`src/pkg/cgcc_pkg.sv`:
```
// Constants and register map of the channel gain and chop configuration bank
`default_nettype none
package cgcc_pkg;

	// ----------------------------------------------------------------
	// Bus and field widths
	// ----------------------------------------------------------------
	localparam int CGCC_DATA_W = 32;
	localparam int CGCC_ADR_W = 8;
	localparam int CGCC_REG_W = 16;
	localparam int CGCC_SEL_W = 4;
	localparam int CGCC_GAIN_W = 3;
	localparam int CGCC_GAIN_FACTOR_W = 8;
	localparam int CGCC_DELAY_CODE_W = 4;
	localparam int CGCC_DELAY_CYC_W = 13;
	localparam int CGCC_COUNT_W = 3;
	localparam int CGCC_LEN_W = 3;

	// ----------------------------------------------------------------
	// Register indices and byte addresses (index times four)
	// ----------------------------------------------------------------
	localparam logic [5:0] CGCC_IDX_LOWER_GAINS = 6'h04;
	localparam logic [5:0] CGCC_IDX_UPPER_GAINS = 6'h05;
	localparam logic [5:0] CGCC_IDX_CONFIG = 6'h06;
	localparam logic [5:0] CGCC_IDX_SETTLE_STATUS = 6'h07;
	localparam logic [7:0] CGCC_ADR_LOWER_GAINS = {CGCC_IDX_LOWER_GAINS, 2'h0};
	localparam logic [7:0] CGCC_ADR_UPPER_GAINS = {CGCC_IDX_UPPER_GAINS, 2'h0};
	localparam logic [7:0] CGCC_ADR_CONFIG = {CGCC_IDX_CONFIG, 2'h0};
	localparam logic [7:0] CGCC_ADR_SETTLE_STATUS = {CGCC_IDX_SETTLE_STATUS, 2'h0};

	// ----------------------------------------------------------------
	// Reset values
	// ----------------------------------------------------------------
	localparam logic [15:0] CGCC_RST_LOWER_GAINS = 16'h0000;
	localparam logic [15:0] CGCC_RST_UPPER_GAINS = 16'h0000;
	localparam logic [15:0] CGCC_RST_CONFIG = 16'h0600;

	// ----------------------------------------------------------------
	// Field positions
	// ----------------------------------------------------------------
	localparam int CGCC_GAIN_SLOT0_LSB = 0;
	localparam int CGCC_GAIN_SLOT1_LSB = 4;
	localparam int CGCC_GAIN_SLOT2_LSB = 8;
	localparam int CGCC_GAIN_SLOT3_LSB = 12;
	localparam int CGCC_CFG_DELAY_LSB = 9;
	localparam int CGCC_CFG_CHOP_EN_BIT = 8;
	localparam int CGCC_CFG_ALL_CH_BIT = 7;
	localparam int CGCC_CFG_COUNT_LSB = 4;
	localparam int CGCC_CFG_LEN_LSB = 1;
	localparam int CGCC_CFG_DETECT_EN_BIT = 0;

	// ----------------------------------------------------------------
	// Decode of power-of-two codes
	// ----------------------------------------------------------------
	localparam int CGCC_GAIN_BASE_SHIFT = 0;
	localparam int CGCC_GAIN_MAX_CODE = 7;
	localparam int CGCC_DELAY_BASE_SHIFT = 1;
	localparam int CGCC_DELAY_MAX_CODE = 11;
	localparam int CGCC_GAIN_RST_CODE = 0;
	localparam int CGCC_DELAY_RST_CODE = 3;

endpackage
`default_nettype wire

```
`src/verilog/cgcc_pow2_decode.sv`:
```
// Registered decoder from a code to a power-of-two value
`timescale 1ns/1ps
`default_nettype none
module cgcc_pow2_decode #(
	parameter int CODE_W = 3,
	parameter int OUT_W = 8,
	parameter int BASE_SHIFT = 0,
	parameter int MAX_CODE = 7,
	parameter int RESET_CODE = 0
) (
	input wire logic sys_clk,
	input wire logic arst_n,
	input wire logic [CODE_W-1:0] code,
	output logic [OUT_W-1:0] factor
);

	localparam logic [OUT_W-1:0] RESET_FACTOR = {{(OUT_W-1){1'b0}}, 1'b1} << (RESET_CODE + BASE_SHIFT);

	logic [OUT_W-1:0] next_factor;
	int eff;

	// Codes past the top step saturate, so no code yields a zero value
	always_comb begin
		eff = int'(code);
		if (eff > MAX_CODE) begin
			eff = MAX_CODE;
		end
		for (int i = 0; i < OUT_W; i++) begin
			next_factor[i] = (i == eff + BASE_SHIFT);
		end
	end

	always_ff @(posedge sys_clk or negedge arst_n) begin
		if (!arst_n) begin
			factor <= RESET_FACTOR;
		end else begin
			factor <= next_factor;
		end
	end

endmodule
`default_nettype wire

```
`src/verilog/cgcc_regs.sv`:
```
// Gain and chop configuration register bank with classic Wishbone slave
//
// Summary of operation
// - Lower gains bits 2:0 drive channel 0 gain
// - Upper gains bits 14:12 drive channel 7 gain
// - Upper gains bits 10:8 drive channel 6 gain
// - Upper gains bits 6:4 drive channel 5 gain
// - Upper gains bits 2:0 drive channel 4 gain
// - Upper gains at index 5, reset 0000h
// - Config at index 6, reset 0600h
// - Config bits 12:9 select settle delay count
// - Lower gains at index 4, reset 0000h
`timescale 1ns/1ps
`default_nettype none
module cgcc_regs
	import cgcc_pkg::*;
(
	input wire logic sys_clk,
	input wire logic arst_n,
	input wire logic wb_cyc_i,
	input wire logic wb_stb_i,
	input wire logic wb_we_i,
	input wire logic [CGCC_ADR_W-1:0] wb_adr_i,
	input wire logic [CGCC_SEL_W-1:0] wb_sel_i,
	input wire logic [CGCC_DATA_W-1:0] wb_dat_i,
	output logic [CGCC_DATA_W-1:0] wb_dat_o,
	output logic wb_ack_o,
	output logic [CGCC_GAIN_W-1:0] ch0_gain_code,
	output logic [CGCC_GAIN_W-1:0] ch1_gain_code,
	output logic [CGCC_GAIN_W-1:0] ch2_gain_code,
	output logic [CGCC_GAIN_W-1:0] ch3_gain_code,
	output logic [CGCC_GAIN_W-1:0] ch4_gain_code,
	output logic [CGCC_GAIN_W-1:0] ch5_gain_code,
	output logic [CGCC_GAIN_W-1:0] ch6_gain_code,
	output logic [CGCC_GAIN_W-1:0] ch7_gain_code,
	output logic [CGCC_GAIN_FACTOR_W-1:0] ch0_gain_factor,
	output logic [CGCC_GAIN_FACTOR_W-1:0] ch1_gain_factor,
	output logic [CGCC_GAIN_FACTOR_W-1:0] ch2_gain_factor,
	output logic [CGCC_GAIN_FACTOR_W-1:0] ch3_gain_factor,
	output logic [CGCC_GAIN_FACTOR_W-1:0] ch4_gain_factor,
	output logic [CGCC_GAIN_FACTOR_W-1:0] ch5_gain_factor,
	output logic [CGCC_GAIN_FACTOR_W-1:0] ch6_gain_factor,
	output logic [CGCC_GAIN_FACTOR_W-1:0] ch7_gain_factor,
	output logic [CGCC_DELAY_CODE_W-1:0] chop_settle_delay,
	output logic [CGCC_DELAY_CYC_W-1:0] chop_settle_cycles,
	output logic chop_enable,
	output logic detect_all_channels,
	output logic [CGCC_COUNT_W-1:0] detect_count,
	output logic [CGCC_LEN_W-1:0] detect_length,
	output logic detect_enable
);

	// ----------------------------------------------------------------
	// Storage
	// ----------------------------------------------------------------
	logic [CGCC_REG_W-1:0] lower_channel_gains;
	logic [CGCC_REG_W-1:0] upper_channel_gains;
	logic [CGCC_REG_W-1:0] chop_and_detect_config;
	logic [CGCC_REG_W-1:0] next_lower;
	logic [CGCC_REG_W-1:0] next_upper;
	logic [CGCC_REG_W-1:0] next_config;
	logic [CGCC_REG_W-1:0] lane_mask;
	logic [CGCC_DATA_W-1:0] next_rdata;
	logic [CGCC_GAIN_FACTOR_W-1:0] gain_factor [8];
	logic [CGCC_GAIN_W-1:0] gain_code [8];
	logic req;
	logic take;
	logic wr_lower;
	logic wr_upper;
	logic wr_config;

	// ----------------------------------------------------------------
	// Bus decode
	// ----------------------------------------------------------------
	// One wait state; the !ack term keeps a held request from writing twice
	assign req = wb_cyc_i && wb_stb_i;
	assign take = req && !wb_ack_o;
	assign wr_lower = take && wb_we_i && (wb_adr_i == CGCC_ADR_LOWER_GAINS);
	assign wr_upper = take && wb_we_i && (wb_adr_i == CGCC_ADR_UPPER_GAINS);
	assign wr_config = take && wb_we_i && (wb_adr_i == CGCC_ADR_CONFIG);
	// Only the two low byte lanes hold storage
	assign lane_mask = {{8{wb_sel_i[1]}}, {8{wb_sel_i[0]}}};

	always_comb begin
		next_lower = (lower_channel_gains & ~lane_mask) | (wb_dat_i[15:0] & lane_mask);
		next_upper = (upper_channel_gains & ~lane_mask) | (wb_dat_i[15:0] & lane_mask);
		next_config = (chop_and_detect_config & ~lane_mask) | (wb_dat_i[15:0] & lane_mask);
	end

	always_comb begin
		next_rdata = '0;
		unique case (wb_adr_i)
			CGCC_ADR_LOWER_GAINS: begin
				next_rdata = {16'h0000, lower_channel_gains};
			end
			CGCC_ADR_UPPER_GAINS: begin
				next_rdata = {16'h0000, upper_channel_gains};
			end
			CGCC_ADR_CONFIG: begin
				next_rdata = {16'h0000, chop_and_detect_config};
			end
			CGCC_ADR_SETTLE_STATUS: begin
				next_rdata = {19'h00000, chop_settle_cycles};
			end
			default: begin
				next_rdata = '0;
			end
		endcase
	end

	always_ff @(posedge sys_clk or negedge arst_n) begin
		if (!arst_n) begin
			wb_ack_o <= 1'b0;
		end else begin
			wb_ack_o <= take;
		end
	end

	always_ff @(posedge sys_clk or negedge arst_n) begin
		if (!arst_n) begin
			wb_dat_o <= '0;
		end else if (take && !wb_we_i) begin
			wb_dat_o <= next_rdata;
		end
	end

	// ----------------------------------------------------------------
	// Registers
	// ----------------------------------------------------------------
	// Reserved bits are stored as written; software is trusted to keep them zero
	always_ff @(posedge sys_clk or negedge arst_n) begin
		if (!arst_n) begin
			lower_channel_gains <= CGCC_RST_LOWER_GAINS;
		end else if (wr_lower) begin
			lower_channel_gains <= next_lower;
		end
	end

	always_ff @(posedge sys_clk or negedge arst_n) begin
		if (!arst_n) begin
			upper_channel_gains <= CGCC_RST_UPPER_GAINS;
		end else if (wr_upper) begin
			upper_channel_gains <= next_upper;
		end
	end

	always_ff @(posedge sys_clk or negedge arst_n) begin
		if (!arst_n) begin
			chop_and_detect_config <= CGCC_RST_CONFIG;
		end else if (wr_config) begin
			chop_and_detect_config <= next_config;
		end
	end

	// ----------------------------------------------------------------
	// Field outputs
	// ----------------------------------------------------------------
	assign ch0_gain_code = lower_channel_gains[CGCC_GAIN_SLOT0_LSB +: CGCC_GAIN_W];
	assign ch1_gain_code = lower_channel_gains[CGCC_GAIN_SLOT1_LSB +: CGCC_GAIN_W];
	assign ch2_gain_code = lower_channel_gains[CGCC_GAIN_SLOT2_LSB +: CGCC_GAIN_W];
	assign ch3_gain_code = lower_channel_gains[CGCC_GAIN_SLOT3_LSB +: CGCC_GAIN_W];
	assign ch4_gain_code = upper_channel_gains[CGCC_GAIN_SLOT0_LSB +: CGCC_GAIN_W];
	assign ch5_gain_code = upper_channel_gains[CGCC_GAIN_SLOT1_LSB +: CGCC_GAIN_W];
	assign ch6_gain_code = upper_channel_gains[CGCC_GAIN_SLOT2_LSB +: CGCC_GAIN_W];
	assign ch7_gain_code = upper_channel_gains[CGCC_GAIN_SLOT3_LSB +: CGCC_GAIN_W];

	assign chop_settle_delay = chop_and_detect_config[CGCC_CFG_DELAY_LSB +: CGCC_DELAY_CODE_W];
	assign chop_enable = chop_and_detect_config[CGCC_CFG_CHOP_EN_BIT];
	assign detect_all_channels = chop_and_detect_config[CGCC_CFG_ALL_CH_BIT];
	assign detect_count = chop_and_detect_config[CGCC_CFG_COUNT_LSB +: CGCC_COUNT_W];
	assign detect_length = chop_and_detect_config[CGCC_CFG_LEN_LSB +: CGCC_LEN_W];
	assign detect_enable = chop_and_detect_config[CGCC_CFG_DETECT_EN_BIT];

	// ----------------------------------------------------------------
	// Decoders
	// ----------------------------------------------------------------
	assign gain_code[0] = ch0_gain_code;
	assign gain_code[1] = ch1_gain_code;
	assign gain_code[2] = ch2_gain_code;
	assign gain_code[3] = ch3_gain_code;
	assign gain_code[4] = ch4_gain_code;
	assign gain_code[5] = ch5_gain_code;
	assign gain_code[6] = ch6_gain_code;
	assign gain_code[7] = ch7_gain_code;

	for (genvar g = 0; g < 8; g++) begin : gen_gain
		cgcc_pow2_decode #(
			.CODE_W(CGCC_GAIN_W),
			.OUT_W(CGCC_GAIN_FACTOR_W),
			.BASE_SHIFT(CGCC_GAIN_BASE_SHIFT),
			.MAX_CODE(CGCC_GAIN_MAX_CODE),
			.RESET_CODE(CGCC_GAIN_RST_CODE)
		) cgcc_pow2_decode_i (
			.sys_clk(sys_clk),
			.arst_n(arst_n),
			.code(gain_code[g]),
			.factor(gain_factor[g])
		);
	end

	assign ch0_gain_factor = gain_factor[0];
	assign ch1_gain_factor = gain_factor[1];
	assign ch2_gain_factor = gain_factor[2];
	assign ch3_gain_factor = gain_factor[3];
	assign ch4_gain_factor = gain_factor[4];
	assign ch5_gain_factor = gain_factor[5];
	assign ch6_gain_factor = gain_factor[6];
	assign ch7_gain_factor = gain_factor[7];

	// Codes above the 4096 step saturate rather than wrap to a short delay
	cgcc_pow2_decode #(
		.CODE_W(CGCC_DELAY_CODE_W),
		.OUT_W(CGCC_DELAY_CYC_W),
		.BASE_SHIFT(CGCC_DELAY_BASE_SHIFT),
		.MAX_CODE(CGCC_DELAY_MAX_CODE),
		.RESET_CODE(CGCC_DELAY_RST_CODE)
	) cgcc_pow2_decode_i (
		.sys_clk(sys_clk),
		.arst_n(arst_n),
		.code(chop_settle_delay),
		.factor(chop_settle_cycles)
	);

	// ----------------------------------------------------------------
	// Checks
	// ----------------------------------------------------------------
	logic cfg_written;

	always_ff @(posedge sys_clk or negedge arst_n) begin
		if (!arst_n) begin
			cfg_written <= 1'b0;
		end else if (wr_config) begin
			cfg_written <= 1'b1;
		end
	end

	a_ack_single_pulse: assert property (@(posedge sys_clk) disable iff (!arst_n)
		wb_ack_o |=> !wb_ack_o)
		else $error("ack held longer than one cycle");

	a_ack_after_req: assert property (@(posedge sys_clk) disable iff (!arst_n)
		(req && !wb_ack_o) |=> wb_ack_o)
		else $error("request not answered in one cycle");

	a_ch0_gain_write: assert property (@(posedge sys_clk) disable iff (!arst_n)
		(wr_lower && wb_sel_i[0]) |=> (ch0_gain_code == $past(wb_dat_i[2:0])))
		else $error("channel 0 gain not written");

	a_ch7_gain_write: assert property (@(posedge sys_clk) disable iff (!arst_n)
		(wr_upper && wb_sel_i[1]) |=> (ch7_gain_code == $past(wb_dat_i[14:12])))
		else $error("channel 7 gain not written");

	a_ch6_gain_write: assert property (@(posedge sys_clk) disable iff (!arst_n)
		(wr_upper && wb_sel_i[1]) |=> (ch6_gain_code == $past(wb_dat_i[10:8])))
		else $error("channel 6 gain not written");

	a_ch5_gain_write: assert property (@(posedge sys_clk) disable iff (!arst_n)
		(wr_upper && wb_sel_i[0]) |=> (ch5_gain_code == $past(wb_dat_i[6:4])))
		else $error("channel 5 gain not written");

	a_ch4_gain_hold: assert property (@(posedge sys_clk) disable iff (!arst_n)
		!(wr_upper && wb_sel_i[0]) |=> $stable(ch4_gain_code))
		else $error("channel 4 gain changed without write");

	a_gain_decoded: assert property (@(posedge sys_clk) disable iff (!arst_n)
		$stable(ch6_gain_code) |=> (ch6_gain_factor == (8'h01 << $past(ch6_gain_code))))
		else $error("channel 6 gain factor wrong");

	a_upper_readback: assert property (@(posedge sys_clk) disable iff (!arst_n)
		(take && !wb_we_i && wb_adr_i == CGCC_ADR_UPPER_GAINS)
		|=> (wb_ack_o && wb_dat_o == {16'h0000, $past(upper_channel_gains)}))
		else $error("upper gains readback wrong");

	a_lower_readback: assert property (@(posedge sys_clk) disable iff (!arst_n)
		(take && !wb_we_i && wb_adr_i == CGCC_ADR_LOWER_GAINS)
		|=> (wb_dat_o == {16'h0000, $past(lower_channel_gains)}))
		else $error("lower gains readback wrong");

	a_config_reset: assert property (@(posedge sys_clk) disable iff (!arst_n)
		!cfg_written |-> (chop_and_detect_config == CGCC_RST_CONFIG
		&& chop_settle_delay == CGCC_DELAY_CODE_W'(CGCC_DELAY_RST_CODE)))
		else $error("config left its reset value");

	a_settle_decode: assert property (@(posedge sys_clk) disable iff (!arst_n)
		(chop_settle_delay <= 4'hB) |=> (chop_settle_cycles == (13'h0002 << $past(chop_settle_delay))))
		else $error("settle delay count wrong");

	a_detect_forward: assert property (@(posedge sys_clk) disable iff (!arst_n)
		(wr_config && wb_sel_i[0] && wb_sel_i[1]) |=> (chop_enable == $past(wb_dat_i[8])
		&& detect_enable == $past(wb_dat_i[0]) && detect_count == $past(wb_dat_i[6:4])))
		else $error("chop or detect field not forwarded");

	a_unmapped_zero: assert property (@(posedge sys_clk) disable iff (!arst_n)
		(take && !wb_we_i && wb_adr_i != CGCC_ADR_LOWER_GAINS && wb_adr_i != CGCC_ADR_UPPER_GAINS
		&& wb_adr_i != CGCC_ADR_CONFIG && wb_adr_i != CGCC_ADR_SETTLE_STATUS) |=> (wb_dat_o == '0))
		else $error("unmapped read not zero");

endmodule
`default_nettype wire

```
`config.mk`:
```
export PLATFORM = sky130hd
export DESIGN_NAME = cgcc_regs
export DESIGN_NICKNAME = d
export VERILOG_FILES = /design/src/pkg/cgcc_pkg.sv /design/src/verilog/cgcc_pow2_decode.sv /design/src/verilog/cgcc_regs.sv
export SDC_FILE = /design/constraint.sdc
export NUM_CORES = 1
export LEC_CHECK = 0
export ABC_AREA = 1
export BUFFER_PORTS_ARGS = -buffer_cell sky130_fd_sc_hd__buf_2
export CORE_UTILIZATION = 46
export CTS_CLUSTER_DIAMETER = 80
export DETAILED_ROUTE_END_ITERATION = 10
export PLACE_DENSITY = 0.76
export SLEW_MARGIN = 20
export SYNTH_ARGS = -nofsm -noshare
export SYNTH_HDL_FRONTEND = slang
export SYNTH_SLANG_ARGS = --single-unit
```
`constraint.sdc`:
```
create_clock -name sys_clk -period 1.15 [get_ports sys_clk]
set_input_delay 0.115 -clock sys_clk [delete_from_list [all_inputs] [get_ports sys_clk]]
set_output_delay 0.115 -clock sys_clk [all_outputs]
set_load 0.02 [all_outputs]
```
==> results.txt, run 1 <==
----------------------------------------------------
[Run status]
  Run status ... complete, but fails checks
  Failing checks ... negative hold slack, negative setup slack

[Pwr]
  Peak supply drop ... 0.905 mV
  Standby leakage power ... about 0.0046 uW
  Internal power of the cells ... slightly below 9000 uW
  PD cells ... 1280 nW/um2
  Switching part of the total power ... 22.7%
  Seq pwr share ... about 45%
  Switching pwr ... 2550 uW
  Clock Power Share ... 49.6%
  Comb pwr share ... 5.4%

[Cells and area]
  Antenna diode count ... 0
  Finished Layout Cells ... 1018
  Top library cells by usage in the layout, fill and taps aside ... sky130_fd_sc_hd__buf_2 (134), sky130_fd_sc_hd__dfrtp_1 (100), sky130_fd_sc_hd__nand2_1 (72)
  Number of fill cells in the layout ... 965
  Post-synthesis to final-layout area growth ... 40.9%
  Final-stage net count ... 878
  Most frequent standard cell in the layout excluding fill and tap cells ... sky130_fd_sc_hd__buf_2
  Final instance area ... 8740 um2
  Fraction of final layout cells sized beyond drive strength 1 ... 53.3%

[Placed design]
  DP Cell Count ... 925
  Routability cong. ... between 0.8 and 0.9
  DP HPWL ... approximately 10000 um
  Area of placed instances ... just over 7000 um2
  IO buf count ... 161

[Clocking]
  Clock latency reported for the late side of the worst-skew pair ... 430 ps
  Worst-case clock buffer depth ... 2
  Number of buffers added by the clock tree synthesis step ... 17
  Clk root buf ... sky130_fd_sc_hd__clkbuf_16
  CTS tree ... done
  Htree depth ... 4
  Clock sinks ... about 140
  Clock input transition at the sequential cells of the worst setup and hold paths ... 60 ps

[Global routing]
  Pin count of the biggest net entering global routing ... 38
  Gr ovfl total ... 0
  Vias in the first global route ... between 5000 and 6000
  Total global routing track utilization ... 24.0%
  Number of antenna violations at the first check in global routing ... 1
  First-pass GRT wire length ... ~26000 um

[Detailed routing]
  Number of optimization iterations in the first detailed-route pass ... 7
  Mean routed wirelength per cell ... around 16 um
  DR iter-0 viols ... between 300 and 400
  Count of vias placed by the detailed router ... roughly 5200
  Wire length reported by the detailed router ... 16300 um
  Post-route DRC ... 0
  Number of nets still failing antenna checks after routing ... 0
  DR vias/cell ... 5.08

[Logic synthesis]
  Count of mapped cells out of synthesis ... 614
  Proportion of synthesized chip area in sequential cells ... 57.5%
  Distinct cells, synth ... 24
  Count of state elements after synthesis ... 142
  Ranking of synthesized cells by area ... sky130_fd_sc_hd__dfrtp_1 (53%), sky130_fd_sc_hd__o21ai_2 (6.8%), sky130_fd_sc_hd__nand2_1 (6.7%), sky130_fd_sc_hd__buf_4 (6.4%), sky130_fd_sc_hd__nor3_1 (5.2%)
  Count of synthesis-stage warnings from yosys ... 0
  Syn Area/Cell ... 10.1 um2
  Area share of the largest cell type after synthesis ... 52.8%
  Total standard cell area after synthesis ... between 6000 and 7000 um2
  Area leader, netlist ... sky130_fd_sc_hd__dfrtp_1

[Worst hold path]
  Worst min path class ... primary input to register

[Run]
  Count of maximum capacitance violations ... 0

[Floorplan]
  IO Count ... ~200
  FP Rows ... 42
  Die X ... 118 um
  Starting density of the core ... 47.0%
  Die extent in y ... approximately 120 um
  Core area ... 13200 um2
  Die ar. ... 14000 um2

[Critical path]
  Sort of element at the end of the critical path ... register
  Startpoint-to-endpoint class of the critical path ... register to register
  Arrival time at the worst endpoint ... 1670 ps
  Data required, critical path ... 1460 ps
  Startpoint kind of the worst setup timing path ... register
  Highest net fanout along the worst path ... 8

[Timing]
  Endpoints failing hold ... 1
  Final max-slew violation count ... 0
  Period minus WS final ... 1360 ps
  Setup-violating endpoint count in the final report ... 76
  Setup repair after global routing missed its margin ... true
  Least setup slack across all paths after layout ... -209 ps
  Fraction of the cycle the final worst path needs ... 118%
  Fin Hold WS ... -2.00 ps
  Highest clock frequency the design can meet ... 0.736 GHz
  Worst clock skew on the final layout ... 9.09 ps

----------------------------------------------------
final timing paths:
kind | start | endpoint | slack (ps) | cells past startpoint
setup / recovery | wb_ack_o | register | -210 | 8
hold / removal | wb_dat_i[2] | register | -2 | 3
setup reg to reg | wb_ack_o | register | -210 | 8
hold reg to reg | wb_dat_o[9] | wb_dat_o[9] | 480 | 2
max in group asynchronous | arst_n | gen_gain[3].cgcc_pow2_decode_i.factor[0] | 450 | 3
min in group asynchronous | arst_n | gen_gain[0].cgcc_pow2_decode_i.factor[3] | 160 | 2
layout make-up:
| cell class | instances | area [um2] | share of cell area, % |
|---|---|---|---|
| clock inverter | 11 | 130 | 1.49 |
| clock buffer | 21 | 480 | 5.50 |
| timing repair buffer | 247 | 1840 | 21.1 |
| sequential | 142 | 3610 | 41.2 |
| tap | 176 | 220 | 2.52 |
| multi-input combinational | 360 | 2230 | 25.5 |
| inverter | 61 | 234 | 2.68 |
cells in the mapped netlist:
library cell and number:
sky130_fd_sc_hd__dfrtp_1 131, sky130_fd_sc_hd__nand2_1 111, sky130_fd_sc_hd__nor3_1 65, sky130_fd_sc_hd__nand3_1 62, sky130_fd_sc_hd__inv_1 54, sky130_fd_sc_hd__buf_4 53, sky130_fd_sc_hd__o21ai_2 48, sky130_fd_sc_hd__o21ai_1 13
sky130_fd_sc_hd__nand2_2 12, sky130_fd_sc_hd__dfstp_2 11, sky130_fd_sc_hd__nor2_1 9, sky130_fd_sc_hd__buf_2 7, sky130_fd_sc_hd__inv_2 7, sky130_fd_sc_hd__buf_6 6, sky130_fd_sc_hd__nand3_4 6, sky130_fd_sc_hd__nor2_4 4
sky130_fd_sc_hd__and2_4 3, sky130_fd_sc_hd__nand4_1 3, sky130_fd_sc_hd__a21oi_1 2, sky130_fd_sc_hd__buf_1 2, sky130_fd_sc_hd__nor2_2 2, sky130_fd_sc_hd__conb_1 1, sky130_fd_sc_hd__nand2_4 1, sky130_fd_sc_hd__nor2_8 1
per-stage QoR:
step	hold WS, ps	util [%]	setup TNS, ps	total power, uW	worst slack, ps
2_1_floorplan	-181	-	-11650	5440	-242
3_3_place_gp	43.3	53.4	-13350	5660	-243
3_5_place_dp	40.3	53.4	-14090	5670	-273
4_1_cts	0.0104	63.5	-10130	11300	-190
5_1_grt	9.84	66.3	-16350	11600	-277
6_report	-2.00	66.3	-10850	11200	-209
power groups by stage:
| stage | clock (uW) | combinational [uW] | sequential (uW) |
|---|---|---|---|
| after global placement | 0 | 517 | 5150 |
| after global routing | 5880 | 660 | 5050 |
| after CTS | 5640 | 589 | 5050 |
| after detailed placement | 0 | 523 | 5150 |
| after floorplan | 0 | 271 | 5170 |
| final | 5570 | 602 | 5060 |
layer usage:
layer	wire length [um]	share of wire, %	track usage, %
met1	6190	38	28.0
met2	8490	52	41.2
met3	1040	6.4	6.08
met4	589	3.6	11.7
met5	19	0.12	0
repair_timing:
item | 4_1_cts | 5_1_grt
hold buffers | 3 | 0
setup endpoints to repair | 101 | 97
endpoints found under the hold margin | 135 | 0
buffers inserted | 39 | 16
resized for setup | 97 | 68
gates cloned | 3 | 2
pin swaps | 10 | 3
critical path: stages, from the launching register on:
cell and delay (ps):
sky130_fd_sc_hd__dfrtp_2 410, sky130_fd_sc_hd__nor2_2 90, sky130_fd_sc_hd__nand2_2 100, sky130_fd_sc_hd__nor2_8 120, sky130_fd_sc_hd__buf_12 130, sky130_fd_sc_hd__nand3_4 110, sky130_fd_sc_hd__buf_12 190, sky130_fd_sc_hd__nand2_4 60
sky130_fd_sc_hd__o21ai_2 50
kinds of logic after synthesis:
group,Yosys count,synth area share [%]
AND/OR/NAND/NOR,279,22.6
AO/OA/AOI/OAI,63,7.99
buffers and inverters,129,11.9
other,1,0.0605
flip-flops,142,57.5
Power figures use the tool's default switching activity.
==> run 2, diff against run 1 <==
- ABC_AREA: 1 -> 0
- PLACE_DENSITY: 0.76 -> 0.77
==> run 2 against run 1 <==
Compared with the run above:
- the flow finishes with violations (negative setup slack)
- die area shrank 4.3%
- non-clock buffer count increased by 27
- sequential cell count did not move
- fmax is 14% lower
- power grew 4.4%
==> results.txt, run 2 <==
----------------------------------------------------
[Logic synthesis]
  Share of synthesized cell area in full adder, half adder and majority cells ... 0% (unchanged)
  Count of state elements after synthesis ... 142 (unchanged)
  Distinct cells, synth ... 32 (+33%)
  Syn Area/Cell ... 14.0 um2 (+39%)
  Most frequently used cell type in the post-synthesis netlist ... sky130_fd_sc_hd__dfrtp_1
  Commonest cells in the netlist ... sky130_fd_sc_hd__dfrtp_1 (131), sky130_fd_sc_hd__buf_4 (50), sky130_fd_sc_hd__mux2_2 (48)
  Complex-gate fraction of the synthesized area ... 2.89% (-5.1 points)
  Count of synthesis-stage warnings from yosys ... 0 (unchanged)
  Fraction of synthesized cell area in xor and xnor cells ... 0% (unchanged)
  Simple-Gate Fraction of Synth Area ... 13.4% (-9.1 points)
  Ranking of synthesized cells by area ... sky130_fd_sc_hd__dfrtp_1 (55%), sky130_fd_sc_hd__mux2_2 (9.1%), sky130_fd_sc_hd__buf_4 (6.3%), sky130_fd_sc_hd__mux4_2 (4.9%), sky130_fd_sc_hd__dfstp_2 (4.9%)
  FFs w/ async S/R, synth ... 100% (unchanged)
  Total standard cell area after synthesis ... 5930 um2 (-4.4%)
  Fraction of synthesized area in multiplexers ... 14.6% (+15 points)
  Area leader, netlist ... sky130_fd_sc_hd__dfrtp_1
  Count of flip-flops with a built-in enable after synthesis ... 0 (unchanged)
  Combinational family with the most area after synthesis ... multiplexers
  Most used flip-flop cell after synthesis ... sky130_fd_sc_hd__dfrtp_1
  Proportion of synthesized chip area in sequential cells ... 60.1% (+2.6 points)
  Area share of the largest cell type after synthesis ... 55.3% (+2.4 points)
  Count of mapped cells out of synthesis ... 423 (-31%)

[Timing]
  Setup repair after global routing missed its margin ... true
  Endpoints failing hold ... 0 (-1)
  Fraction of the cycle the final worst path needs ... 138% (+20 points)
  Setup-violating endpoint count in the final report ... 113 (+49%)
  Final max-slew violation count ... 0 (unchanged)
  Period minus WS final ... 1590 ps (+228 ps)
  Highest clock frequency the design can meet ... 0.630 GHz (-14%)
  Setup TNS ... -26020 ps (-15170 ps)
  Worst clock skew on the final layout ... 7.59 ps (-1.49 ps)
  Least setup slack across all paths after layout ... -437 ps (-228 ps)
  Fin Hold WS ... 174 ps (+176 ps)

[Critical path]
  Highest net fanout along the worst path ... 8 (unchanged)
  Startpoint-to-endpoint class of the critical path ... register to register
  Startpoint kind of the worst setup timing path ... register
  Worst R2R Start ... wb_ack_o
  Arrival time at the worst endpoint ... 1890 ps (+220 ps)
  Flop-to-flop setup slack ... -440 ps (-230 ps)
  R2R depth ... 5 (-3)
  Data required, critical path ... 1450 ps (about the same)
  Sort of element at the end of the critical path ... register

[Floorplan]
  FP Rows ... 41 (-2.4%)
  Die ar. ... 13400 um2 (-4.3%)
  Die X ... 116 um (-2.2%)
  Starting density of the core ... 47.0% (about the same)
  IO Count ... 196 (unchanged)
  Core area ... 12600 um2 (-4.3%)
  Die extent in y ... 116 um (-2.2%)

[Clocking]
  Number of buffers added by the clock tree synthesis step ... 17 (unchanged)
  Clock sinks ... 142 (unchanged)
  Clock latency reported for the late side of the worst-skew pair ... 420 ps (about the same)
  Clock input transition at the sequential cells of the worst setup and hold paths ... 60 ps (about the same)
  CTS tree ... done
  Worst-case clock buffer depth ... 2 (unchanged)
  Clk root buf ... sky130_fd_sc_hd__clkbuf_16
  Htree depth ... 4 (unchanged)

[Cells and area]
  Antenna diode count ... 0 (unchanged)
  Post-synthesis to final-layout area growth ... 49.2%
  Fraction of final layout cells sized beyond drive strength 1 ... 57.6% (+4.3 points)
  Post-route core utilization ... 70.1% (+3.8 points)
  Most frequent standard cell in the layout excluding fill and tap cells ... sky130_fd_sc_hd__dfrtp_1
  Top library cells by usage in the layout, fill and taps aside ... sky130_fd_sc_hd__dfrtp_1 (127), sky130_fd_sc_hd__buf_2 (107), sky130_fd_sc_hd__buf_6 (102)
  Final-stage net count ... 694 (-21%)

[Detailed routing]
  Number of optimization iterations in the first detailed-route pass ... 6 (-1)
  Count of vias placed by the detailed router ... 4233 (-18%)
  Number of nets still failing antenna checks after routing ... 0 (unchanged)
  Wire length reported by the detailed router ... 15400 um (-5.5%)
  DR iter-0 viols ... 200 (-35%)
  Mean routed wirelength per cell ... 18.6 um (+16%)
  Post-route DRC ... 0 (unchanged)
  DR vias/cell ... 5.10 (+0.32%)

[Worst hold path]
  Worst min path class ... primary input to async pin

[Global routing]
  First-pass GRT wire length ... 23700 um (-7.3%)
  Gr ovfl total ... 0 (unchanged)
  Number of antenna violations at the first check in global routing ... 0 (-1)
  Total global routing track utilization ... 24.4% (+0.45 points)
  Pin count of the biggest net entering global routing ... 36 (-5.3%)
  Vias in the first global route ... 4351 (-14%)

[Pwr]
  Standby leakage power ... 0.00467 uW (+1.4%)
  PD cells ... 1320 nW/um2 (+3.2%)
  Peak supply drop ... 0.895 mV (-1.1%)
  Power Total ... 11700 uW (+4.4%)

[Placed design]
  IO buf count ... 161 (unchanged)
  Routability cong. ... 0.755 (-6.8%)
  DP HPWL ... 9300 um (-7.3%)

[Run status]
  Failing checks ... negative setup slack
  Run status ... complete, but fails checks

[Run]
  Count of maximum capacitance violations ... 0 (unchanged)

----------------------------------------------------
-- run 2: power breakdown --
group          internal (uW)  total [uW]  leakage [uW]  switching [uW]
sequential              5030        5050       0.00193            16.8
combinational            272         643       0.00242             370
clock                   4010        6020      0.000323            2020
total                   9310       11700       0.00467            2400
-- run 2: through the flow --
step / instances / worst slack, ps / instance area (um2)
after CTS: 831 / -397 / 8780
after global placement: 752 / -648 / 7070
after global routing: 830 / -480 / 8850
after floorplan: 439 / -758 / 6020
after detailed placement: 752 / -684 / 7070
final: 830 / -437 / 8850
-- run 2: worst max-delay path by stage --
stage | startpoint | endpoint | slack, ps | depth (start not counted)
after floorplan | wb_ack_o | register | -760 | 3
after global placement | wb_adr_i[7] | register | -650 | 5
after detailed placement | wb_adr_i[7] | register | -680 | 5
after CTS | wb_ack_o | register | -400 | 5
after global routing | wb_ack_o | register | -480 | 5
final | wb_ack_o | register | -440 | 5
-- run 2: cells by family after synthesis --
kind of cell / after synthesis
flip-flops: 142
AND/OR/NAND/NOR: 108
buffers and inverters: 88
multiplexers: 64
AO/OA/AOI/OAI: 20
other: 1
-- run 2: what timing repair did --
| action | in CTS | in global routing |
|---|---|---|
| endpoints found under the setup margin | 118 | 123 |
| setup buffers | 31 | 0 |
| hold buffers | 17 | 0 |
| resized for setup | 189 | 20 |
| endpoints found under the hold margin | 181 | 0 |
| pin swaps | 1 | 0 |
-- run 2: final cells by class --
type                            count  area, um2
Fill cell                         849       3770
Tap cell                          172        215
Clock inverter                     11        186
Sequential cell                   142       3570
Clock buffer                       21        470
Timing Repair Buffer              274       2280
Inverter                            1       3.75
Multi-Input combinational cell    209       2120
-- run 2: layer usage --
layer / global-route usage, % / part of all wire [%] / vias up / wire length (um)
met5: 0 / 0 / - / 0
met3: 6.64 / 5.8 / 26 / 895
met4: 8.48 / 1.7 / 0 / 267
li1: - / - / 1863 / -
met1: 29.2 / 40 / 2177 / 6170
met2: 42.6 / 52 / 167 / 8090
-- run 2: critical path, stage by stage, from the launching register on --
cell and delay [ps]:
sky130_fd_sc_hd__dfrtp_2 400, sky130_fd_sc_hd__nand3b_1 180, sky130_fd_sc_hd__buf_6 180, sky130_fd_sc_hd__nor4_4 160, sky130_fd_sc_hd__buf_6 210, sky130_fd_sc_hd__mux2_2 340
==> run 3, diff against run 2 <==
- SKIP_LAST_GASP: default -> 1
==> run 3 against run 2 <==
Compared with the run above:
- the flow still finishes with violations (negative setup slack)
- via count fell by 1.1%
- sequential share of layout area rose by 0.10 points
- register-to-register slack barely moved
- critical path type unchanged
==> results.txt, run 3 (synthesized netlist as in run 2, its figures left out) <==
----------------------------------------------------
[Timing]
  Setup repair after global routing missed its margin ... true
  Worst clock skew on the final layout ... 6.73 ps (-0.863 ps)
  Fraction of the cycle the final worst path needs ... 139% (+0.92 points)
  Setup-violating endpoint count in the final report ... 111 (-1.8%)
  Final max-slew violation count ... 0 (unchanged)
  Endpoints failing hold ... 0 (unchanged)
  Period minus WS final ... 1600 ps (+10.5 ps)
  Highest clock frequency the design can meet ... 0.626 GHz (-0.66%)
  Least setup slack across all paths after layout ... -447 ps (-10.5 ps)

[Pwr]
  Peak supply drop ... 0.893 mV (-0.28%)
  Comb pwr share ... 5.5% (about the same)
  Internal power of the cells ... 9310 uW (about the same)
  Switching part of the total power ... 20.4% (-0.12 points)
  Power Total ... 11700 uW (-0.16%)
  Clock Power Share ... 51.4% (about the same)
  PD cells ... 1330 nW/um2 (about the same)
  Switching pwr ... 2390 uW (-0.74%)
  Seq pwr share ... 43.2% (about the same)
  Standby leakage power ... 0.00466 uW (-0.12%)

[Cells and area]
  Post-route core utilization ... 69.9% (-0.18 points)
  Number of fill cells in the layout ... 859 (+1.2%)
  Final-stage net count ... 694 (unchanged)
  Top library cells by usage in the layout, fill and taps aside ... sky130_fd_sc_hd__dfrtp_1 (127), sky130_fd_sc_hd__buf_2 (107), sky130_fd_sc_hd__buf_6 (102)
  Most frequent standard cell in the layout excluding fill and tap cells ... sky130_fd_sc_hd__dfrtp_1
  Post-synthesis to final-layout area growth ... 48.8%
  Seq. cell area ... 3570 um2 (unchanged)
  Fraction of final layout cells sized beyond drive strength 1 ... 57.6% (unchanged)
  Final instance area ... 8820 um2 (-0.25%)
  Multi-input combinational cell area ... 2100 um2 (-1.1%)
  Finished Layout Cells ... 830 (unchanged)
  Antenna diode count ... 0 (unchanged)

[Detailed routing]
  Number of nets still failing antenna checks after routing ... 0 (unchanged)
  Sum of routed wire segments on met1 ... 6220 um (+0.83%)
  Count of vias placed by the detailed router ... 4187 (-1.1%)
  Top layer in use ... met4
  Mean routed wirelength per cell ... 18.3 um (-1.3%)
  Post-route DRC ... 0 (unchanged)
  DR iter-0 viols ... 215 (+7.5%)
  Total length of routed met3 wires ... 753 um (-16%)
  Total length of routed met2 wires ... 7990 um (-1.2%)
  DR vias/cell ... 5.04 (-1.1%)
  Wire length reported by the detailed router ... 15200 um (-1.3%)
  Number of optimization iterations in the first detailed-route pass ... 5 (-1)

[Floorplan]
  Die extent in y ... 116 um (unchanged)
  IO Count ... 196 (unchanged)
  Die X ... 116 um (unchanged)
  Core area ... 12600 um2 (unchanged)
  FP Rows ... 41 (unchanged)
  Die ar. ... 13400 um2 (unchanged)
  Starting density of the core ... 47.0% (unchanged)

[Placed design]
  Area of placed instances ... 7070 um2 (unchanged)
  Routability cong. ... 0.755 (unchanged)
  DP Cell Count ... 752 (unchanged)
  IO buf count ... 161 (unchanged)
  DP HPWL ... 9300 um (unchanged)

[Clocking]
  Number of buffers added by the clock tree synthesis step ... 17 (unchanged)
  Clock latency reported for the late side of the worst-skew pair ... 420 ps (about the same)
  Clock input transition at the sequential cells of the worst setup and hold paths ... 60 ps (about the same)
  Clk root buf ... sky130_fd_sc_hd__clkbuf_16
  Worst-case clock buffer depth ... 2 (unchanged)
  Clock sinks ... 142 (unchanged)
  CTS tree ... done
  Htree depth ... 4 (unchanged)

[Critical path]
  Arrival time at the worst endpoint ... 1900 ps (about the same)
  Buffers & Inverters on Critical Path ... 2 (unchanged)
  Top cell family by delay on the critical path ... flip-flops
  Critical Path Max Stage Delay ... 400 ps (about the same)
  Startpoint-to-endpoint class of the critical path ... register to register
  Slowest CP cell ... sky130_fd_sc_hd__dfrtp_2
  Cells along the critical path ... nand3b_1, buf_6, nor4_4, buf_6, mux2_2
  Worst R2R Start ... wb_ack_o
  Startpoint kind of the worst setup timing path ... register
  Sort of element at the end of the critical path ... register
  Data required, critical path ... 1450 ps (about the same)
  Top cell by count, worst path ... sky130_fd_sc_hd__buf_6
  Flop-to-flop setup slack ... -450 ps (about the same)
  R2R depth ... 5 (unchanged)
  Highest net fanout along the worst path ... 8 (unchanged)

[Run status]
  Run status ... complete, but fails checks
  Failing checks ... negative setup slack

[Global routing]
  First-pass GRT wire length ... 23200 um (-2.0%)
  Number of antenna violations at the first check in global routing ... 0 (unchanged)
  Total global routing track utilization ... 24.0% (-0.42 points)
  Pin count of the biggest net entering global routing ... 36 (unchanged)
  Vias in the first global route ... 4285 (-1.5%)
  Gr ovfl total ... 0 (unchanged)

[Worst hold path]
  Worst min path class ... primary input to async pin

[Run]
  Count of maximum capacitance violations ... 0 (unchanged)

----------------------------------------------------
run 3: cell counts in the layout (fill, tap and decap cells not counted):
No cell type changed its count.
run 3: layout make-up:
| type | instances | area share [%] |
|---|---|---|
| clock buffer | 21 | 5.33 |
| sequential | 142 | 40.5 |
| tap | 172 | 2.44 |
| multi-input combinational | 209 | 23.8 |
| inverter | 1 | 0.0425 |
| clock inverter | 11 | 2.11 |
| timing repair buffer | 274 | 25.8 |
run 3: per-layer routing:
metal  global-route usage (%)  vias to the layer above
met2                     41.7                      156
met5                        0                        -
met4                     8.23                        0
met3                     6.54                       23
li1                         -                     1860
met1                     28.9                     2148
run 3: per-stage QoR:
| stage | setup TNS [ps] | setup slack [ps] | hold WS [ps] |
|---|---|---|---|
| floorplan | -39970 | -758 | -181 |
| detailed placement | -37490 | -684 | 29.7 |
| global placement | -36000 | -648 | 28.0 |
| finish | -25690 | -447 | 173 |
| global route | -30330 | -493 | 182 |
| CTS | -24650 | -397 | 156 |
run 3: power groups by stage:
stage	Sequential [uW]	Combinational, uW	Clock [uW]
after global placement	5130	507	0
final	5050	640	6010
after floorplan	5160	254	0
after CTS	5050	635	6070
after global routing	5050	694	6330
after detailed placement	5130	523	0
run 3: worst max path at each step:
stage / slack [ps] / start / end / depth (start not counted)
floorplan: -760 / wb_ack_o / register / 3
detailed placement: -680 / wb_adr_i[7] / register / 5
global route: -490 / wb_ack_o / register / 5
CTS: -400 / wb_ack_o / register / 5
global placement: -650 / wb_adr_i[7] / register / 5
finish: -450 / wb_ack_o / register / 5
run 3: worst register-to-register path: cells and delay by family (launching register included):
kind | cells | cell delay (ps)
buf+inv | 2 | 390
simple gates | 2 | 350
mux | 1 | 350
flops | 1 | 400
run 3: what timing repair did:
item                       4_1_cts  5_1_grt
hold buffers                    17        0
setup endpoints to repair      118      123
gates cloned                     0        0
setup buffers                   31        0
gates resized for setup        183       20
hold endpoints to repair       181        0
pin swaps                        1        0
